### src/lpddr_pin_regs.vh
// field positions, widths and command codes of the lpddr pin interface
//
// How it works
// - command pins sampled on rising ck crossing
// - data moves on both ck crossings
// - chip select low enables decoder, high ignores
// - ras, cas, we with cs form command
// - address gives row on active, column on read and write
// - mode register set takes opcode from address
// - address bit ten selects auto precharge
// - two bank bits choose addressed bank
// - data bus sixteen or thirty-two bits wide
// - masked write bytes are discarded
// - mask sampled on both strobe edges
// - each mask bit governs one byte lane
// - clock enable low shuts clocks and drivers
// - device drives strobe on reads only
`ifndef LPDDR_PIN_REGS_VH
`define LPDDR_PIN_REGS_VH

// pin widths
`define ADDR_W      14
`define BANK_W      2
`define COL_W       10
`define AP_BIT      10
`define LANE_W      8
`define DQ_NARROW   16
`define DQ_WIDE     32

// command codes, equal to {ras_n, cas_n, we_n}
`define CMD_W       3
`define CMD_MRS     3'h0
`define CMD_REFRESH 3'h1
`define CMD_PRE     3'h2
`define CMD_ACT     3'h3
`define CMD_WRITE   3'h4
`define CMD_READ    3'h5
`define CMD_BST     3'h6
`define CMD_NOP     3'h7

// data direction states
`define ST_W        2
`define ST_IDLE     2'h0
`define ST_WRITE    2'h1
`define ST_READ     2'h2

`endif

### src/lpddr_pin_interface.v
// pin-level command, address and data interface of the lpddr device
`timescale 1ns/1ps
`include "lpddr_pin_regs.vh"
module lpddr_pin_interface #(
   parameter DQ_W = `DQ_NARROW
) (
   input  wire                    clk,
   input  wire                    reset,
   // memory pins
   input  wire                    ck,
   input  wire                    ck_n,
   input  wire                    cke,
   input  wire                    cs_n,
   input  wire                    ras_n,
   input  wire                    cas_n,
   input  wire                    we_n,
   input  wire [`BANK_W-1:0]      ba,
   input  wire [`ADDR_W-1:0]      addr,
   input  wire [DQ_W/8-1:0]       dm,
   input  wire [DQ_W-1:0]         dq_in,
   output reg  [DQ_W-1:0]         dq_out,
   output reg                     dq_oe_n,
   input  wire [DQ_W/8-1:0]       dqs_in,
   output reg  [DQ_W/8-1:0]       dqs_out,
   output reg                     dqs_oe_n,
   // core side
   output reg                     cmd_valid,
   output reg  [`CMD_W-1:0]       cmd_code,
   output reg  [`BANK_W-1:0]      cmd_bank,
   output reg  [`ADDR_W-1:0]      row_addr,
   output reg  [`COL_W-1:0]       col_addr,
   output reg                     auto_precharge,
   output reg                     mode_valid,
   output reg  [`BANK_W-1:0]      mode_select,
   output reg  [`ADDR_W-1:0]      mode_opcode,
   output wire                    clocks_on,
   input  wire [DQ_W-1:0]         rd_data,
   input  wire                    rd_valid,
   output wire                    rd_ready,
   output reg  [DQ_W/8-1:0]       wr_lane_valid,
   output reg  [DQ_W-1:0]         wr_data,
   output reg  [DQ_W/8-1:0]       wr_byte_en
);
   // one strobe and one mask per byte lane of the 16 or 32 bit bus
   localparam LANES = DQ_W / 8;
   localparam PIN_W = 7 + `BANK_W + `ADDR_W;

   ////////////////////////////////////////////////////////////////////////
   // pin synchronisers

   wire [PIN_W-1:0]  ctl_s;
   wire [DQ_W-1:0]   dq_s;
   wire [LANES-1:0]  dm_s;
   wire [LANES-1:0]  dqs_s;
   wire              ck_s;
   wire              ck_n_s;
   wire              cke_s;
   wire              cs_n_s;
   wire              ras_n_s;
   wire              cas_n_s;
   wire              we_n_s;
   wire [`BANK_W-1:0] ba_s;
   wire [`ADDR_W-1:0] addr_s;

   // all command pins share one depth so they stay aligned to ck
   pin_sync #(.WIDTH(PIN_W)) ctl_sync (
      .clk          (clk),
      .reset        (reset),
      .pin          ({ck, ck_n, cke, cs_n, ras_n, cas_n, we_n, ba, addr}),
      .pin_sync_out (ctl_s)
   );

   // data, mask and strobe share a depth so masks line up with bytes
   pin_sync #(.WIDTH(DQ_W + 2 * LANES)) dat_sync (
      .clk          (clk),
      .reset        (reset),
      .pin          ({dq_in, dm, dqs_in}),
      .pin_sync_out ({dq_s, dm_s, dqs_s})
   );

   assign {ck_s, ck_n_s, cke_s, cs_n_s, ras_n_s, cas_n_s, we_n_s,
           ba_s, addr_s} = ctl_s;

   ////////////////////////////////////////////////////////////////////////
   // clock crossing detection

   reg  ck_hi_d;
   reg  ck_lo_d;
   wire ck_hi = ck_s & ~ck_n_s;
   wire ck_lo = ~ck_s & ck_n_s;
   // a crossing is counted only once both legs have swapped, so a skewed
   // pair never yields a false edge
   wire ck_rise = ck_hi & ~ck_hi_d;
   wire ck_fall = ck_lo & ~ck_lo_d;
   wire crossing = (ck_rise | ck_fall) & clocks_on;

   always @(posedge clk) begin
      if (reset) begin
         ck_hi_d <= 1'b0;
         ck_lo_d <= 1'b0;
      end else begin
         ck_hi_d <= ck_hi;
         ck_lo_d <= ck_lo;
      end
   end

   // clock enable gates decoder, input capture and drivers
   assign clocks_on = cke_s;

   ////////////////////////////////////////////////////////////////////////
   // command decode

   wire              dec_en;
   wire [`CMD_W-1:0] dec_code;

   cmd_decode u_dec (
      .cs_n     (cs_n_s),
      .ras_n    (ras_n_s),
      .cas_n    (cas_n_s),
      .we_n     (we_n_s),
      .cmd_en   (dec_en),
      .cmd_code (dec_code)
   );

   // command is taken only on a rising crossing with cs low and cke high;
   // the controller alone decides which device sees cs low
   wire take_cmd = ck_rise & clocks_on & dec_en;
   wire is_act   = (dec_code == `CMD_ACT);
   wire is_rd    = (dec_code == `CMD_READ);
   wire is_wr    = (dec_code == `CMD_WRITE);
   wire is_pre   = (dec_code == `CMD_PRE);
   wire is_mrs   = (dec_code == `CMD_MRS);

   // register the command fields, one-cycle valid strobes
   always @(posedge clk) begin
      if (reset) begin
         cmd_valid      <= 1'b0;
         cmd_code       <= `CMD_NOP;
         cmd_bank       <= {`BANK_W{1'b0}};
         row_addr       <= {`ADDR_W{1'b0}};
         col_addr       <= {`COL_W{1'b0}};
         auto_precharge <= 1'b0;
         mode_valid     <= 1'b0;
         mode_select    <= {`BANK_W{1'b0}};
         mode_opcode    <= {`ADDR_W{1'b0}};
      end else begin
         cmd_valid  <= take_cmd;
         mode_valid <= take_cmd & is_mrs;
         if (take_cmd) begin
            cmd_code <= dec_code;
            // bank is meaningful for act, read, write and precharge
            if (is_act | is_rd | is_wr | is_pre)
               cmd_bank <= ba_s;
            if (is_act)
               row_addr <= addr_s;
            if (is_rd | is_wr) begin
               col_addr       <= addr_s[`COL_W-1:0];
               auto_precharge <= addr_s[`AP_BIT];
            end
            if (is_mrs) begin
               mode_select <= ba_s;
               mode_opcode <= addr_s;
            end
         end
      end
   end

   ////////////////////////////////////////////////////////////////////////
   // data direction state

   reg [`ST_W-1:0] state;
   reg [`ST_W-1:0] next_state;

   // a new read or write turns the bus; other real commands idle it
   always @* begin
      next_state = state;
      if (!clocks_on) begin
         next_state = `ST_IDLE;
      end else if (take_cmd) begin
         case (dec_code)
            `CMD_WRITE: next_state = `ST_WRITE;
            `CMD_READ:  next_state = `ST_READ;
            `CMD_NOP:   next_state = state;
            default:    next_state = `ST_IDLE;
         endcase
      end
   end

   always @(posedge clk) begin
      if (reset)
         state <= `ST_IDLE;
      else
         state <= next_state;
   end

   ////////////////////////////////////////////////////////////////////////
   // read path

   // read words are pulled one per crossing, both halves of the clock
   assign rd_ready = (state == `ST_READ) & crossing;

   // strobe edge-aligned with data: it copies the ck phase just crossed
   always @(posedge clk) begin
      if (reset) begin
         dq_out   <= {DQ_W{1'b0}};
         dq_oe_n  <= 1'b1;
         dqs_out  <= {LANES{1'b0}};
         dqs_oe_n <= 1'b1;
      end else if (state != `ST_READ || !clocks_on) begin
         // release the bus; controller owns strobe on writes
         dq_oe_n  <= 1'b1;
         dqs_oe_n <= 1'b1;
      end else if (rd_ready) begin
         if (rd_valid) begin
            dq_out   <= rd_data;
            dqs_out  <= {LANES{ck_rise}};
            dq_oe_n  <= 1'b0;
            dqs_oe_n <= 1'b0;
         end else begin
            // no data ready: stop driving rather than repeat stale words
            dq_oe_n  <= 1'b1;
            dqs_oe_n <= 1'b1;
         end
      end
   end

   ////////////////////////////////////////////////////////////////////////
   // write path, one byte lane per strobe and mask

   reg  [LANES-1:0] dqs_d;
   wire             wr_window = (state == `ST_WRITE) & clocks_on & dqs_oe_n;

   always @(posedge clk) begin
      if (reset)
         dqs_d <= {LANES{1'b0}};
      else
         dqs_d <= dqs_s;
   end

   genvar i;
   generate
      for (i = 0; i < LANES; i = i + 1) begin : lane
         // both strobe edges capture data and mask
         wire edge_seen = (dqs_s[i] ^ dqs_d[i]) & wr_window;
         // mask bit i covers data bits 8i to 8i+7
         wire masked = dm_s[i];

         always @(posedge clk) begin
            if (reset) begin
               wr_lane_valid[i]          <= 1'b0;
               wr_byte_en[i]             <= 1'b0;
               wr_data[i*8 +: `LANE_W]   <= {`LANE_W{1'b0}};
            end else begin
               wr_lane_valid[i] <= edge_seen;
               if (edge_seen) begin
                  wr_byte_en[i] <= ~masked;
                  // masked bytes are zeroed so they never leak onward
                  wr_data[i*8 +: `LANE_W] <= masked ?
                     {`LANE_W{1'b0}} : dq_s[i*8 +: `LANE_W];
               end
            end
         end
      end
   endgenerate

   // only DQ_NARROW and DQ_WIDE are meant; other widths are not guarded
endmodule

### src/pin_sync.v
// two-flop synchroniser for a group of pins
`timescale 1ns/1ps
module pin_sync #(
   parameter WIDTH = 1
) (
   input  wire             clk,
   input  wire             reset,
   input  wire [WIDTH-1:0] pin,
   output reg  [WIDTH-1:0] pin_sync_out
);
   reg [WIDTH-1:0] stage1;

   // first stage feeds only the second stage
   always @(posedge clk) begin
      if (reset) begin
         stage1       <= {WIDTH{1'b0}};
         pin_sync_out <= {WIDTH{1'b0}};
      end else begin
         stage1       <= pin;
         pin_sync_out <= stage1;
      end
   end
endmodule

### src/cmd_decode.v
// command strobe decoder for the lpddr pin interface
`timescale 1ns/1ps
`include "lpddr_pin_regs.vh"
module cmd_decode (
   input  wire              cs_n,
   input  wire              ras_n,
   input  wire              cas_n,
   input  wire              we_n,
   output reg               cmd_en,
   output reg [`CMD_W-1:0]  cmd_code
);
   // chip select high masks everything as deselect
   always @* begin
      cmd_en   = ~cs_n;
      cmd_code = `CMD_NOP;
      if (!cs_n) begin
         case ({ras_n, cas_n, we_n})
            3'h0: cmd_code = `CMD_MRS;
            3'h1: cmd_code = `CMD_REFRESH;
            3'h2: cmd_code = `CMD_PRE;
            3'h3: cmd_code = `CMD_ACT;
            3'h4: cmd_code = `CMD_WRITE;
            3'h5: cmd_code = `CMD_READ;
            3'h6: cmd_code = `CMD_BST;
            default: cmd_code = `CMD_NOP;
         endcase
      end
   end
endmodule

### config.mk
export PLATFORM = sky130hd
export DESIGN_NAME = lpddr_pin_interface
export DESIGN_NICKNAME = d
export VERILOG_FILES = /design/src/lpddr_pin_interface.v /design/src/pin_sync.v /design/src/cmd_decode.v
export VERILOG_INCLUDE_DIRS = /design/src
export SDC_FILE = /design/constraint.sdc
export NUM_CORES = 1
export LEC_CHECK = 0
export BUFFER_PORTS_ARGS = -buffer_cell sky130_fd_sc_hd__buf_4
export CAP_MARGIN = 20
export CORE_MARGIN = 2
export CORE_UTILIZATION = 45
export CTS_BUF_LIST = sky130_fd_sc_hd__clkbuf_8
export DETAILED_ROUTE_END_ITERATION = 10
export MAX_ROUTING_LAYER = met4
export PLACE_DENSITY = 0.8
export RECOVER_POWER = 100
export SKIP_LAST_GASP = 1
export SYNTH_ARGS = -nofsm -noshare
export SYNTH_HDL_FRONTEND = slang
export SYNTH_SLANG_ARGS = --single-unit
### constraint.sdc
create_clock -name clk -period 4.54 [get_ports clk]
set_input_delay 0.908 -clock clk [delete_from_list [all_inputs] [get_ports clk]]
set_output_delay 0.908 -clock clk [all_outputs]
set_load 0.005 [all_outputs]
Word-level counts from Yosys, hierarchy flattened
Index checks and enable logic that the tools add are counted.
W data, S select, Z words.
Word-level totals
  bits in latches: 0
  RAM bits: 0
  memories kept: 0
  ROM bits: 0
  bits in registers: 178
Cells by class
  bitwise logic cells: 30
  multiplexer cells: 6
  shift-type cells: 0
  equal/unequal tests: 14
  magnitude comparators: 0
  multiply operators: 0
  $add $sub $neg: 0
  reduce and logical (&&, ||, !) cells: 12
  div/mod/pow operators: 0
Operator list (count)
  $pmux W3 S7: 1
  $eq A3 B3 Y1 const B: 6
  $mux W8: 2
  $and A1 B1 Y1: 13
  $eq A3 B2 Y1 const B: 4
  $not A1 Y1: 10
  $reduce_and A2 Y1: 5
  $logic_not A3 Y1: 2
  $pmux W2 S3: 1
  $or A1 B1 Y1: 5
  $reduce_or A2 Y1: 2
  $eq A3 B1 Y1 const B: 1
  $mux W3: 1
  $reduce_and A3 Y1: 1
  $eq A2 B1 Y1 const B: 1
  $eq A2 B2 Y1 const B: 1
  $ne A2 B2 Y1 const B: 1
  $xor A1 B1 Y1: 2
  $logic_not A1 Y1: 1
  $logic_or A1 B1 Y1: 1
  $mux W1: 1

Depth between registers and ports, before layout
  depth after elaboration: 8
  depth in mapped cells: 6
  mapped depth without buffers: 3

By module
Synthesis repeated with hierarchy kept, for this count alone.
Second synthesis, totals
  cell total of the unflattened synthesis: 600
  area total of the unflattened synthesis: 6222.2 um^2
By module, submodules not included
  lpddr_pin_interface: seq. area each 1841.8 um^2, cells an instance 416, instances 1, area each 3813.7 um^2
  pin_sync (ctl_sync): seq. area each 920.9 um^2, cells an instance 96, instances 1, area each 1229.9 um^2
  pin_sync (dat_sync): seq. area each 800.8 um^2, cells an instance 84, instances 1, area each 1156.1 um^2
  cmd_decode: seq. area each 0.0 um^2, cells an instance 4, instances 1, area each 22.5 um^2

Worst setup path before layout
No wires, ideal clock.
  path kind: register to output
  start: reg ctl_sync.pin_sync_out[22]
  end: out rd_ready
  data arrival time: 0.961 ns
  cell stages (with the launch flop): 3
  slack: 2.671 ns
  buffers on the path: 0
  path through: dfxtp_1 -> or3b_4 -> a21oi_1
Between the ends
  cells in the longest elaborated chain, start to end: 6
  elaborated cells between the ends (all ways): 8
Ends and longest elaborated chain
  from (decl): RTL line pin_sync.v:9  | output reg [WIDTH-1:0] pin_sync_out
  from (signal assigned): RTL line pin_sync.v:17  | pin_sync_out <= {WIDTH{1'b0}};
  from (signal assigned): RTL line pin_sync.v:20  | pin_sync_out <= stage1;
  $not A1 Y1: RTL line lpddr_pin_interface.v:90  | wire ck_lo = ~ck_s & ck_n_s;
  $and A1 B1 Y1: RTL line lpddr_pin_interface.v:90
  $and A1 B1 Y1: RTL line lpddr_pin_interface.v:94  | wire ck_fall = ck_lo & ~ck_lo_d;
  $or A1 B1 Y1 (*): RTL line lpddr_pin_interface.v:95  | wire crossing = (ck_rise | ck_fall) & clocks_on;
  $and A1 B1 Y1 (*): RTL line lpddr_pin_interface.v:95
  $and A1 B1 Y1 (*): RTL line lpddr_pin_interface.v:200  | assign rd_ready = (state == `ST_READ) & crossing;
  to (decl): RTL line lpddr_pin_interface.v:39  | output wire rd_ready,
Mark *: on every way between the ends. The rest lies on a longest branch, timed or not.

==> reports/results.ini <==
[flow_run]
cap_violations=1

[placed_design]
place_area_sq_um=7221
portBuffers=151
place_congestion=0.8434
post-dp-hpwl_um=9324
dp_worst_setup_slack_ns=1.848
dp_cells=856

[setup_path]
endpoint=row_addr[2]$_SDFFE_PP0P_
start_kind=primary input
rrSetupSlack_ns=2.07
arrival_ns=3.41
critPathKind=in2reg
rr_worst_depth=3
worstPathRequired_ns=4.88
crit_start=reset
timing.rr.end=row_addr[0]$_SDFFE_PP0P_
end_kind=register
r2r-start=ctl_sync.pin_sync_out[20]$_SDFF_PP0_
crit_fanout=90

[routing]
drc_errors=0
viasPerCell=4.868
vias=4323
drtIter0Drc=318
dr.pass1.iters=4
ant_nets=0
wl_per_cell_um=14.20
totalWireLength_um=12610

[clocking]
clk_latency_ns=0.44
cts_resized=0
cts_setup_buffers=0
path_clk_slew_ns=0.09
cts-root-buf=clkbuf_8
cts.sinks=178
cts_htree_levels=4
cts_tree=yes
cts_made_buffers=17
clockBufferDepth=2
holdBufCountCts=0

[logic_synthesis]
ys_warn_count=0
avgSynthCellArea_sq_um=10.66
synthCells=565
synth_seq_cells=178
synth.top_cell.area_share_pct=59.19
yosys.area.top_type=dfxtp_1
synth.distinct_cells=44
ys_seq_area_share_pct=59.19
synth_area_sq_um=6021
syn_nets=627
synth_area_leaders=dfxtp_1, nor2b_1, mux2i_1

[sta]
skew_ns=0.01197
slew_headroom_pct=-9.535
period_minus_slack_ns=3.068
final-hold-violation-count=0
finalSetupViolCount=0
rsz0062_at_grt=no
min_period_over_period_pct=67.58
worstMarginPinSlew_ns=1.643
fin_setup_tns_ns=0
fmax_mhz=325.9
finalMaxSlewViolations=42
fin_ws_ns=1.472

[die]
die-area_sq_um=14320
ios=152
core.rowCount=42
die_w_um=119.7
initial_core_util_pct=45.83
core-area_sq_um=13140
dieHeight_um=119.7

[outcome]
violations=capacitance limit, slew limit
outcome=finished, violations left

[layout]
design_area_sq_um=7566
final_util_pct=57.59
mostFrequentLayoutCells=dfxtp_1, nor2b_1, nand2_1
final_common_cell=dfxtp_1
drive_above_1_share_pct=23.17
fillCellCount=1143
antenna-diode-count=0
synthToLayoutAreaGrowth_pct=25.67
stdcell_count=888
nets=761

[grt]
grt_pass1_vias=4138
grt_overflow=0
grt_use_total_pct=18.40
grt_start_max_net_pins=91
antenna_found_initial=0
grt_pass1_wl_um=20380

[power]
seqPwrFrac_pct=55.3
ir_worst_vdd_v=0.0002297
switching_share_pct=21.78
switchingPower_mw=0.6351
combPwrFrac_pct=4.2
pwr-share-clk_pct=40.5
cellPowerDensity_nw_per_um2=385.4
internal_power_mw=2.281
power_leakage_nw=2.984

[min_path]
hold_class=reg2reg

## layer usage
metal / global-route usage, % / up-vias / part of all wire (%)
met5: - / - / 0
li1: - / 2182 / -
met4: 9.338 / 0 / 3.1
met1: 22.60 / 1992 / 45
met2: 28.18 / 123 / 47
met3: 4.705 / 26 / 4.8
## sequential cells by signal, indices dropped and copies added (netlist names), 10 cells and up
name and cells:
col_addr 10, ctl_sync.pin_sync_out 23, ctl_sync.stage1 23, dat_sync.pin_sync_out 20
dat_sync.stage1 20, dq_out 16, mode_opcode 14, row_addr 14
wr_data 16
## layout make-up
class | instances | area (sq um) | area share (%)
inverter | 2 | 7.507 | 0.09922
clock buffer | 17 | 234.0 | 3.092
clock inverter | 15 | 220.2 | 2.911
timing repair buffer | 153 | 1052 | 13.91
multi-input combinational | 347 | 2268 | 29.98
sequential | 178 | 3563 | 47.10
tap | 176 | 220.2 | 2.911
## worst min-delay path by stage
stage | slack (ns) | depth (start not counted) | startpoint | end
after floorplan | 0.41 | 1 | ctl_sync.stage1[0]$_SDFF_PP0_ | ctl_sync.pin_sync_out[0]$_SDFF_PP0_
after global placement | 0.42 | 1 | ctl_sync.stage1[4]$_SDFF_PP0_ | ctl_sync.pin_sync_out[4]$_SDFF_PP0_
after detailed placement | 0.42 | 1 | ctl_sync.stage1[15]$_SDFF_PP0_ | ctl_sync.pin_sync_out[15]$_SDFF_PP0_
after CTS | 0.44 | 1 | ctl_sync.stage1[3]$_SDFF_PP0_ | ctl_sync.pin_sync_out[3]$_SDFF_PP0_
after global routing | 0.46 | 1 | ctl_sync.stage1[11]$_SDFF_PP0_ | ctl_sync.pin_sync_out[11]$_SDFF_PP0_
final | 0.44 | 1 | ctl_sync.stage1[4]$_SDFF_PP0_ | ctl_sync.pin_sync_out[4]$_SDFF_PP0_
## worst max-delay path, stage by stage
cell and delay [ns]:
buf_4 0.56, clkbuf_1 1.25, nand2b_1 0.29, nor4_1 0.08, a31o_2 0.25
## cells by family (layout without fill, tap and decap cells)
family | after synthesis | after routing | synth area share (%)
flip-flops | 178 | 178 | 59.19
AO/OA/AOI/OAI | 63 | 63 | 6.671
AND/OR/NAND/NOR | 234 | 234 | 22.80
XOR/XNOR | 5 | 5 | 0.7275
buffers and inverters | 40 | 187 | 3.138
multiplexers | 45 | 45 | 7.481
## cell usage after synthesis (all sizes together)
cell type / number
clkbuf: 30
a211oi: 1
o21bai: 1
nand4b: 18
nand2: 66
and4bb: 1
o21ai: 19
a21oi: 22
a311oi: 2
a21boi: 1
inv: 2
a31o: 14
nor2: 4
nand3: 7
and4b: 1
and3: 3
nand3b: 2
mux2i: 45
or3: 1
o31ai: 1
a21o: 2
nor4b: 2
nand2b: 15
nor3: 5
nor4: 15
nand4bb: 1
xor2: 2
xnor2: 3
and3b: 1
nor2b: 89
or3b: 2
buf: 8
dfxtp: 178
nor3b: 1
## power groups by stage
| stage | Combinational, mW | Sequential, mW | Clock, mW |
|---|---|---|---|
| final | 0.122 | 1.61 | 1.18 |
| after global routing | 0.136 | 1.62 | 1.28 |
| after CTS | 0.125 | 1.61 | 1.20 |
| after detailed placement | 0.124 | 1.65 | 0 |
| after global placement | 0.119 | 1.65 | 0 |
| after floorplan | 0.0723 | 1.64 | 0 |
## stage by stage
step	hold slack, ns	total power, mW
after floorplan	0.4138	1.715
after global placement	0.4179	1.768
after detailed placement	0.4212	1.774
after CTS	0.4433	2.943
after global routing	0.4604	3.031
final	0.4413	2.916
(Power assumes the default switching activity.)
